<file path="src/include/wdt_pkg.sv">
// Contract
// - a write of eight bits to port 443h arms the timer with that timeout; the code disarms instead on a write of 00h
// - the written code counts linearly as whole seconds, 01h..ffh gives 1..255 s
// - each rewrite of port 443h reloads the count and restarts the timeout
// - a read of port 043h disables the timer; no expiry until rewritten
package wdt_pkg;
  localparam logic [15:0] DISABLE_PORT = 16'h0043;
  localparam logic [15:0] LOAD_PORT = 16'h0443;
  localparam int CLK_HZ = 100000000;
  localparam int SEC_MS = 1000;
  // one tick is one whole second of the system clock
  localparam int TICK_CYCLES = CLK_HZ;
  localparam logic [7:0] COUNT_RESET = 8'h00;
  localparam logic [7:0] RD_DATA_IDLE = 8'h00;

  typedef struct packed {
    logic wr;
    logic rd;
    logic [15:0] addr;
    logic [7:0] wdata;
  } io_req_t;
endpackage
</file>
<file path="src/hdl/io_port_watchdog_timer.sv">
module io_port_watchdog_timer #(
  parameter int TICK_PERIOD = wdt_pkg::TICK_CYCLES
) (
  input wire logic i_clk_sys,
  input wire logic i_rstn,
  input wire wdt_pkg::io_req_t i_io,
  output logic [7:0] o_rdata,
  output logic o_running,
  output logic [7:0] o_remaining,
  output logic o_sys_reset_req
);
  import wdt_pkg::*;

  // operating states of the watchdog
  // the spare code 2'b11 cannot be reached; should it appear it falls back to off
  typedef enum logic [1:0] {
    ST_OFF = 2'b00,
    ST_RUN = 2'b01,
    ST_FIRE = 2'b10
  } wdt_state_t;

  // elaboration checks: the tick needs at least one cycle per second,
  // and the two ports must decode apart, else one address would serve both load and disable
  generate
    if (TICK_PERIOD < 1) begin : g_bad_period
      $error("tick period must be at least one cycle");
    end
    if (LOAD_PORT == DISABLE_PORT) begin : g_bad_ports
      $error("load and disable ports must differ");
    end
  endgenerate

  // state register and its next value
  wdt_state_t state_q;
  wdt_state_t state_d;

  // seconds left in the current interval
  logic [7:0] count_q;
  logic [7:0] count_d;

  // registered status and request outputs
  logic run_q;
  logic run_d;
  logic rst_req_q;
  logic rst_req_d;

  // read data of the disable port
  logic [7:0] rdata_q;
  logic [7:0] rdata_d;

  // one-second strobe from the prescaler
  logic tick;
  logic tick_restart;

  // address decode
  wire logic addr_is_load = (i_io.addr == LOAD_PORT);
  wire logic addr_is_disable = (i_io.addr == DISABLE_PORT);

  // access strobes that hit one of the two ports
  wire logic load_hit = i_io.wr && addr_is_load;
  wire logic disable_hit = i_io.rd && addr_is_disable;

  // a code of zero would mean no time at all, so it is treated as a disable
  wire logic code_zero = (i_io.wdata == 8'h00);
  wire logic load_ok = load_hit && !code_zero;

  // state decode
  wire logic is_off = (state_q == ST_OFF);
  wire logic is_run = (state_q == ST_RUN);
  wire logic is_fire = (state_q == ST_FIRE);

  // countdown controls
  wire logic count_last = (count_q == 8'h01);
  wire logic count_step = is_run && tick;
  wire logic expire = count_step && count_last;

  // the prescaler is held while stopped and realigned by every load,
  // so the first second after a load is always a whole second
  assign tick_restart = load_hit || !is_run;

  wdt_tick #(
    .PERIOD(TICK_PERIOD)
  ) u_tick (
    .i_clk_sys(i_clk_sys),
    .i_rstn(i_rstn),
    .i_restart(tick_restart),
    .o_tick(tick)
  );

  // next state
  // load wins over a same-cycle disable read: the newer intent is to keep running;
  // a load write or a disable read in the expiry cycle cancels the reset request
  always_comb begin
    state_d = state_q;
    unique case (state_q)
      ST_OFF: begin
        if (load_ok) begin
          state_d = ST_RUN;
        end
      end
      ST_RUN: begin
        if (load_hit) begin
          state_d = load_ok ? ST_RUN : ST_OFF;
        end else if (disable_hit) begin
          state_d = ST_OFF;
        end else if (expire) begin
          state_d = ST_FIRE;
        end
      end
      ST_FIRE: begin
        if (load_ok) begin
          state_d = ST_RUN;
        end else begin
          state_d = ST_OFF;
        end
      end
      default: begin
        state_d = ST_OFF;
      end
    endcase
  end

  // the written code is the number of whole seconds to run
  assign count_d = load_hit ? i_io.wdata :
                   count_step ? count_q - 8'h01 :
                   count_q;

  // outputs follow the next state so they change together with it
  assign run_d = (state_d == ST_RUN);
  assign rst_req_d = (state_d == ST_FIRE);

  // the disable port has no contents of its own; a read returns the idle value
  assign rdata_d = RD_DATA_IDLE;

  always_ff @(posedge i_clk_sys) begin
    if (!i_rstn) begin
      state_q <= ST_OFF;
    end else begin
      state_q <= state_d;
    end
  end

  always_ff @(posedge i_clk_sys) begin
    if (!i_rstn) begin
      count_q <= COUNT_RESET;
    end else begin
      count_q <= count_d;
    end
  end

  always_ff @(posedge i_clk_sys) begin
    if (!i_rstn) begin
      run_q <= 1'b0;
    end else begin
      run_q <= run_d;
    end
  end

  always_ff @(posedge i_clk_sys) begin
    if (!i_rstn) begin
      rst_req_q <= 1'b0;
    end else begin
      rst_req_q <= rst_req_d;
    end
  end

  always_ff @(posedge i_clk_sys) begin
    if (!i_rstn) begin
      rdata_q <= RD_DATA_IDLE;
    end else begin
      rdata_q <= rdata_d;
    end
  end

  // status decode kept for a debug view; unused states cost nothing here
  wire logic state_known = is_off || is_run || is_fire;
  wire logic unused_ok = state_known;

  assign o_rdata = rdata_q;
  assign o_running = run_q;
  assign o_remaining = count_q;
  assign o_sys_reset_req = rst_req_q;
endmodule

</file>
<file path="src/hdl/wdt_tick.sv">
// one-cycle pulse every period; restart realigns it so the first second is whole
module wdt_tick #(
  parameter int PERIOD = 100000000
) (
  input wire logic i_clk_sys,
  input wire logic i_rstn,
  input wire logic i_restart,
  output logic o_tick
);
  localparam int W = $clog2(PERIOD + 1);
  logic [W-1:0] cnt_q;
  logic [W-1:0] cnt_d;
  wire logic at_end = (cnt_q == W'(PERIOD - 1));

  generate
    if (PERIOD < 1) begin : g_bad_period
      $error("tick period must be at least one cycle");
    end
  endgenerate

  assign cnt_d = (i_restart || at_end) ? '0 : cnt_q + W'(1);
  assign o_tick = at_end && !i_restart;

  always_ff @(posedge i_clk_sys) begin
    if (!i_rstn) cnt_q <= '0;
    else cnt_q <= cnt_d;
  end
endmodule

</file>
<file path="config.mk">
export PLATFORM = sky130hd
export DESIGN_NAME = io_port_watchdog_timer
export DESIGN_NICKNAME = d
export VERILOG_FILES = /design/src/include/wdt_pkg.sv /design/src/hdl/io_port_watchdog_timer.sv /design/src/hdl/wdt_tick.sv
export SDC_FILE = /design/constraint.sdc
export NUM_CORES = 1
export LEC_CHECK = 0
export BUFFER_PORTS_ARGS = -buffer_cell sky130_fd_sc_hd__clkbuf_2
export CORE_MARGIN = 2
export CORE_UTILIZATION = 58
export DETAILED_ROUTE_END_ITERATION = 10
export GPL_ROUTABILITY_DRIVEN = 0
export PLACE_DENSITY = 0.84
export SYNTH_ARGS = -nofsm -noshare
export SYNTH_HDL_FRONTEND = slang
export SYNTH_SLANG_ARGS = --single-unit
</file>
<file path="constraint.sdc">
create_clock -name i_clk_sys -period 5.55 [get_ports i_clk_sys]
set_clock_uncertainty 0.05 [all_clocks]
set_input_delay 0.8325 -clock i_clk_sys [delete_from_list [all_inputs] [get_ports i_clk_sys]]
set_output_delay 0.8325 -clock i_clk_sys [all_outputs]
set_load 0.02 [all_outputs]
</file>
==> flow_summary.ini, run 1 <==
[global_route]
track_usage_pct = 21.6
grt_max_degree = 28
antenna_found_initial = 0
grt_pass1_vias = 1581
grt-ovfl-total = 0
grt_pass1_wl_um = 6850

[timing]
worst_pin_slew_ps = 925
rsz0062_at_grt = no
period_needed_ps = 2450
hold_viol = 0
fin_setup_tns_ps = 0
min_period_over_period_pct = 44.1
worst_hold_slack_ps = 405
clock.fmax_mhz = 409
drv_slew = 0
slew_headroom_pct = 38.3
setup_violations = 0

[worst_setup_path]
arrival_ps = 2670
critPathLaunchType = input port
cp_slowest_stage_delay_ps = 730
crit_fanout = 27
critical_path.slowest_cell = or2_0
end_kind = flip-flop
crit_chain = clkbuf_2 -> nor4b_1 -> nand4_1 -> or2_0 -> o2111ai_4 -> nor2_1
required_ps = 5770
crit_type = input port to flip-flop

[floorplanning]
initial_core_util_pct = 61.1
dieArea_um2 = 4060
ios = 46
die_h_um = 63.8
rows = 21
die_w_um = 63.8
core_area_um2 = 3390

[cells_and_area]
final_common_cell = dfxtp_1
drive_above_1_share_pct = 24.5
layout_common_cells = 39 x dfxtp_1, 38 x nor2_1, 37 x clkbuf_2
antenna_cells = 0
num-fill-cells = 273
nNetsFinal = 295
stdcell_count = 311
area_delta_synth_final_pct = 12.3

[logic_synthesis]
synth_edf_count = 0
ys_types = 42
ys_async_sr_fraction_pct = 0
synth_seq_cells = 39
ys_seq_area_share_pct = 37.7
syn_avg_cell_area_um2 = 9.12
synthCells = 227
synthFlopType = dfxtp_1
netlist_area_um2 = 2070
yosysWarnings = 0

[routing]
via_per_inst = 5.34
wl_um = 3930
post_drt_wl_per_cell_um = 12.6
dr_total_vias = 1660
drt-initial-drc-count = 82
drtAntennaViolNets = 0
drc = 0
dr.pass1.iters = 4

[placed_design]
dp_hpwl_um = 2950
portBuffers = 37
dp_cells = 303

[clocking]
post-cts-setup-buffer-count = 0
cts.hold.buffers_added = 0
clock_sinks = 39
path_clk_slew_ps = 110
cts_buffers = 5
clkLatencyLatePin_ps = 350
cts_max_level = 2
cts_resized = 0
cts-root-buf = clkbuf_4
cts_tree = built
max-clock-path-buffers = 2

[power]
p_leak_nw = 0.878
total_power_mw = 0.491
p_per_area_nw_per_um2 = 211
peakVddDrop_v = 0.000121

[job]
maxCapViolations = 0

[min_path]
min_path_type = flip-flop to flip-flop

[outcome]
outcome = complete, no violations
==> registers in the layout, indices dropped and copies added (netlist names) <==
signal and count:
u_tick.cnt_q 27, o_running 1, o_remaining 8, state_q 2
o_sys_reset_req 1
==> logic make-up after synthesis <==
kind of cell	Yosys count	share of synthesized area (%)
adder cells (fa/ha/maj)	3	1.81
buffers and inverters	22	6.04
AO/OA/AOI/OAI	17	6.53
XOR/XNOR	32	13.5
other	1	0.181
AND/OR/NAND/NOR	112	33.7
multiplexers	1	0.483
flip-flops	39	37.7
==> worst max-delay path, delay by kind of cell <==
| family | cells | cell delay [ps] |
|---|---|---|
| compound gates | 1 | 540 |
| buf+inv | 1 | 70 |
| simple gates | 4 | 1220 |
==> power breakdown <==
part	switching (mW)	leakage, nW	internal, mW
Combinational	0.0114	0.519	0.00862
Sequential	0.00000112	0.314	0.280
Clock	0.0967	0.0452	0.0948
==> routing by layer <==
layer,vias up,routed length (µm),track usage (%)
li1,856,-,-
met1,758,1760,25.0
met2,39,1950,37.8
met3,7,130,5.99
met4,0,78,8.15
met5,-,0,0
==> final timing paths <==
path,slack [ps],cells past startpoint,from,endpoint
worst max-delay path,3100,6,i_io[14],u_tick.cnt_q[4]$_SDFF_PP0_
worst min-delay path,400,1,u_tick.cnt_q[0]$_SDFF_PP0_,u_tick.cnt_q[0]$_SDFF_PP0_
worst max register to register,3470,6,u_tick.cnt_q[0]$_SDFF_PP0_,u_tick.cnt_q[4]$_SDFF_PP0_
worst min register to register,400,1,u_tick.cnt_q[0]$_SDFF_PP0_,u_tick.cnt_q[0]$_SDFF_PP0_
==> stage by stage <==
stage	setup WS [ps]	cell area (µm²)	util (%)
2_1_floorplan	3370	2100	-
3_3_place_gp	2770	2240	66.2
3_5_place_dp	2690	2240	66.2
4_1_cts	3070	2330	68.6
5_1_grt	2920	2330	68.6
6_report	3100	2330	68.6
==> cell usage after synthesis (all sizes together) (2+ instances only) <==
library cell / count / share of area, %
and2: 3 / 0.91
nor3: 12 / 4.4
buf: 14 / 4.6
or2: 2 / 0.60
and3: 6 / 1.9
nand3: 13 / 3.1
a21oi: 3 / 0.72
nor4: 3 / 0.91
o21ai: 2 / 0.48
and4: 5 / 2.4
nand2: 9 / 1.6
inv: 8 / 1.5
nand4: 9 / 4.2
nor2: 38 / 6.9
nor3b: 2 / 0.97
a211oi: 5 / 1.8
o22ai: 2 / 0.60
nor4b: 4 / 3.4
dfxtp: 39 / 38
xnor2: 16 / 6.8
xor2: 16 / 6.8
ha: 3 / 1.8
nand4b: 2 / 0.85
==> final cells by class <==
class	count	area (µm²)	area share, %
Multi-Input combinational cell	173	1190	51.2
Tap cell	46	57.6	2.47
Timing Repair Buffer	37	185	7.96
Sequential cell	39	781	33.6
Inverter	8	30.0	1.29
Clock buffer	5	37.5	1.61
Clock inverter	3	43.8	1.88
No activity file was read; power rests on OpenSTA's default activity.
==> run 2: changes to the inputs <==
CORE_UTILIZATION = 54   (was 58)
PLACE_DENSITY = 0.79   (was 0.84)
clock period = 2.6 ns   (was 5.55 ns; I/O delays follow)
==> run 2 against run 1 <==
- hold slack worse by 80 ps
- cell area is 1.7% higher
- largest power group unchanged
- sequential share of layout area is 0.55 points lower
- non-clock buffer count is 2 higher
- worst setup slack worse by 2500 ps
- sequential power is 110% higher
- wire length is 7.6% higher
- utilization is 4.0 points lower
- critical path type is now flip-flop to flip-flop
- global-route usage is 0.063 points higher
- via count is 2.1% higher
- final cell count is 0.96% higher
==> flow_summary.ini, run 2 (synthesis results as in run 1) <==
[timing]
clock.fmax_mhz = 500
hold_viol = 0
worst_pin_slew_ps = 606
drv_slew = 0
layout_setup_ws_ps = 598
fin_setup_tns_ps = 0
slew_headroom_pct = 59.4
setup_violations = 0
rsz0062_at_grt = no
period_needed_ps = 2000
min_period_over_period_pct = 77.0

[placed_design]
pre_cts_slack_ps = 578
portBuffers = 37
dp_hpwl_um = 3080

[power]
p_per_area_nw_per_um2 = 475
peakVddDrop_v = 0.000278
p_leak_nw = 0.892

[clocking]
max-clock-path-buffers = 2
cts_resized = 0
clock_sinks = 39
cts_buffers = 5
cts_max_level = 2
post-cts-setup-buffer-count = 0
clkLatencyLatePin_ps = 290
cts-root-buf = clkbuf_8
cts.hold.buffers_added = 0
path_clk_slew_ps = 80
cts_tree = built

[routing]
drt-initial-drc-count = 70
drtAntennaViolNets = 0
wl_um = 4230
dr.pass1.iters = 4
dr_total_vias = 1695
drc = 0
via_per_inst = 5.40
post_drt_wl_per_cell_um = 13.5

[worst_setup_path]
critPathLaunchType = flip-flop
crit_fanout = 7
end_kind = flip-flop
required_ps = 2750
crit_type = flip-flop to flip-flop
arrival_ps = 2150

[cells_and_area]
layout_common_cells = 39 x dfxtp_1, 38 x nor2_1, 37 x clkbuf_2
final_common_cell = dfxtp_1
largest_register = u_tick.cnt_q
nNetsFinal = 297
area_delta_synth_final_pct = 14.2
drive_above_1_share_pct = 24.4
largest_register_ffs = 27
antenna_cells = 0

[floorplanning]
dieArea_um2 = 4350
ios = 46
initial_core_util_pct = 56.6
die_w_um = 65.9
rows = 22
die_h_um = 65.9
core_area_um2 = 3660

[global_route]
use_met1_pct = 24.9
grt_pass1_wl_um = 7130
grt-ovfl-total = 0
grt_max_degree = 28
busiest_layer = met2
grt_pass1_vias = 1598
grt_use_met2_pct = 36.7
track_usage_pct = 21.6
grt.met3_usage_pct = 5.79
antenna_found_initial = 0

[job]
maxCapViolations = 0

[outcome]
outcome = complete, no violations

[min_path]
min_path_type = input port to flip-flop
-- run 2: layout make-up --
| type | count | area, µm² |
|---|---|---|
| Sequential cell | 39 | 781 |
| Timing Repair Buffer | 39 | 200 |
| Fill cell | 303 | 1300 |
| Clock buffer | 6 | 72.6 |
| Tap cell | 48 | 60.1 |
| Inverter | 8 | 30.0 |
| Multi-Input combinational cell | 173 | 1190 |
| Clock inverter | 1 | 30.0 |
-- run 2: worst paths after layout --
| check | start | endpoint | slack (ps) | cells after the start |
|---|---|---|---|---|
| worst min-delay path | i_io[7] | o_remaining[7]$_SDFFE_PN0P_ | 320 | 3 |
| worst max-delay path | u_tick.cnt_q[0]$_SDFF_PP0_ | o_remaining[0]$_SDFFE_PN0P_ | 600 | 6 |
| worst min register to register | u_tick.cnt_q[0]$_SDFF_PP0_ | u_tick.cnt_q[0]$_SDFF_PP0_ | 400 | 1 |
| worst max register to register | u_tick.cnt_q[0]$_SDFF_PP0_ | o_remaining[0]$_SDFFE_PN0P_ | 600 | 6 |
-- run 2: report_power, final --
part           internal (mW)  switching, mW  total [mW]
clock network          0.281          0.202       0.483
logic                 0.0184         0.0244      0.0428
registers              0.597     0.00000245       0.597
-- run 2: per-layer routing --
metal,up-vias,wire length (µm),share of wire [%]
li1,852,-,-
met1,791,1830,43
met2,42,2130,50
met3,10,168,4.0
met4,0,102,2.4
met5,-,0,0
-- run 2: critical path, cell delays in order, from the launching register on --
cell and delay, ps:
dfxtp_1 350, ha_1 250, and4_2 310, nand4_4 190, or2_0 350, xnor2_1 160, a211oi_1 250
-- run 2: metrics by stage --
stage / instance area (µm²) / util (%) / hold slack, ps / cells / total power [mW]
after floorplan: 2100 / - / 367 / 234 / 0.637
after global placement: 2260 / 61.8 / 385 / 307 / 0.652
after detailed placement: 2260 / 61.8 / 393 / 307 / 0.653
after CTS: 2360 / 64.6 / 321 / 314 / 1.13
after global routing: 2360 / 64.6 / 318 / 314 / 1.17
final: 2360 / 64.6 / 324 / 314 / 1.12
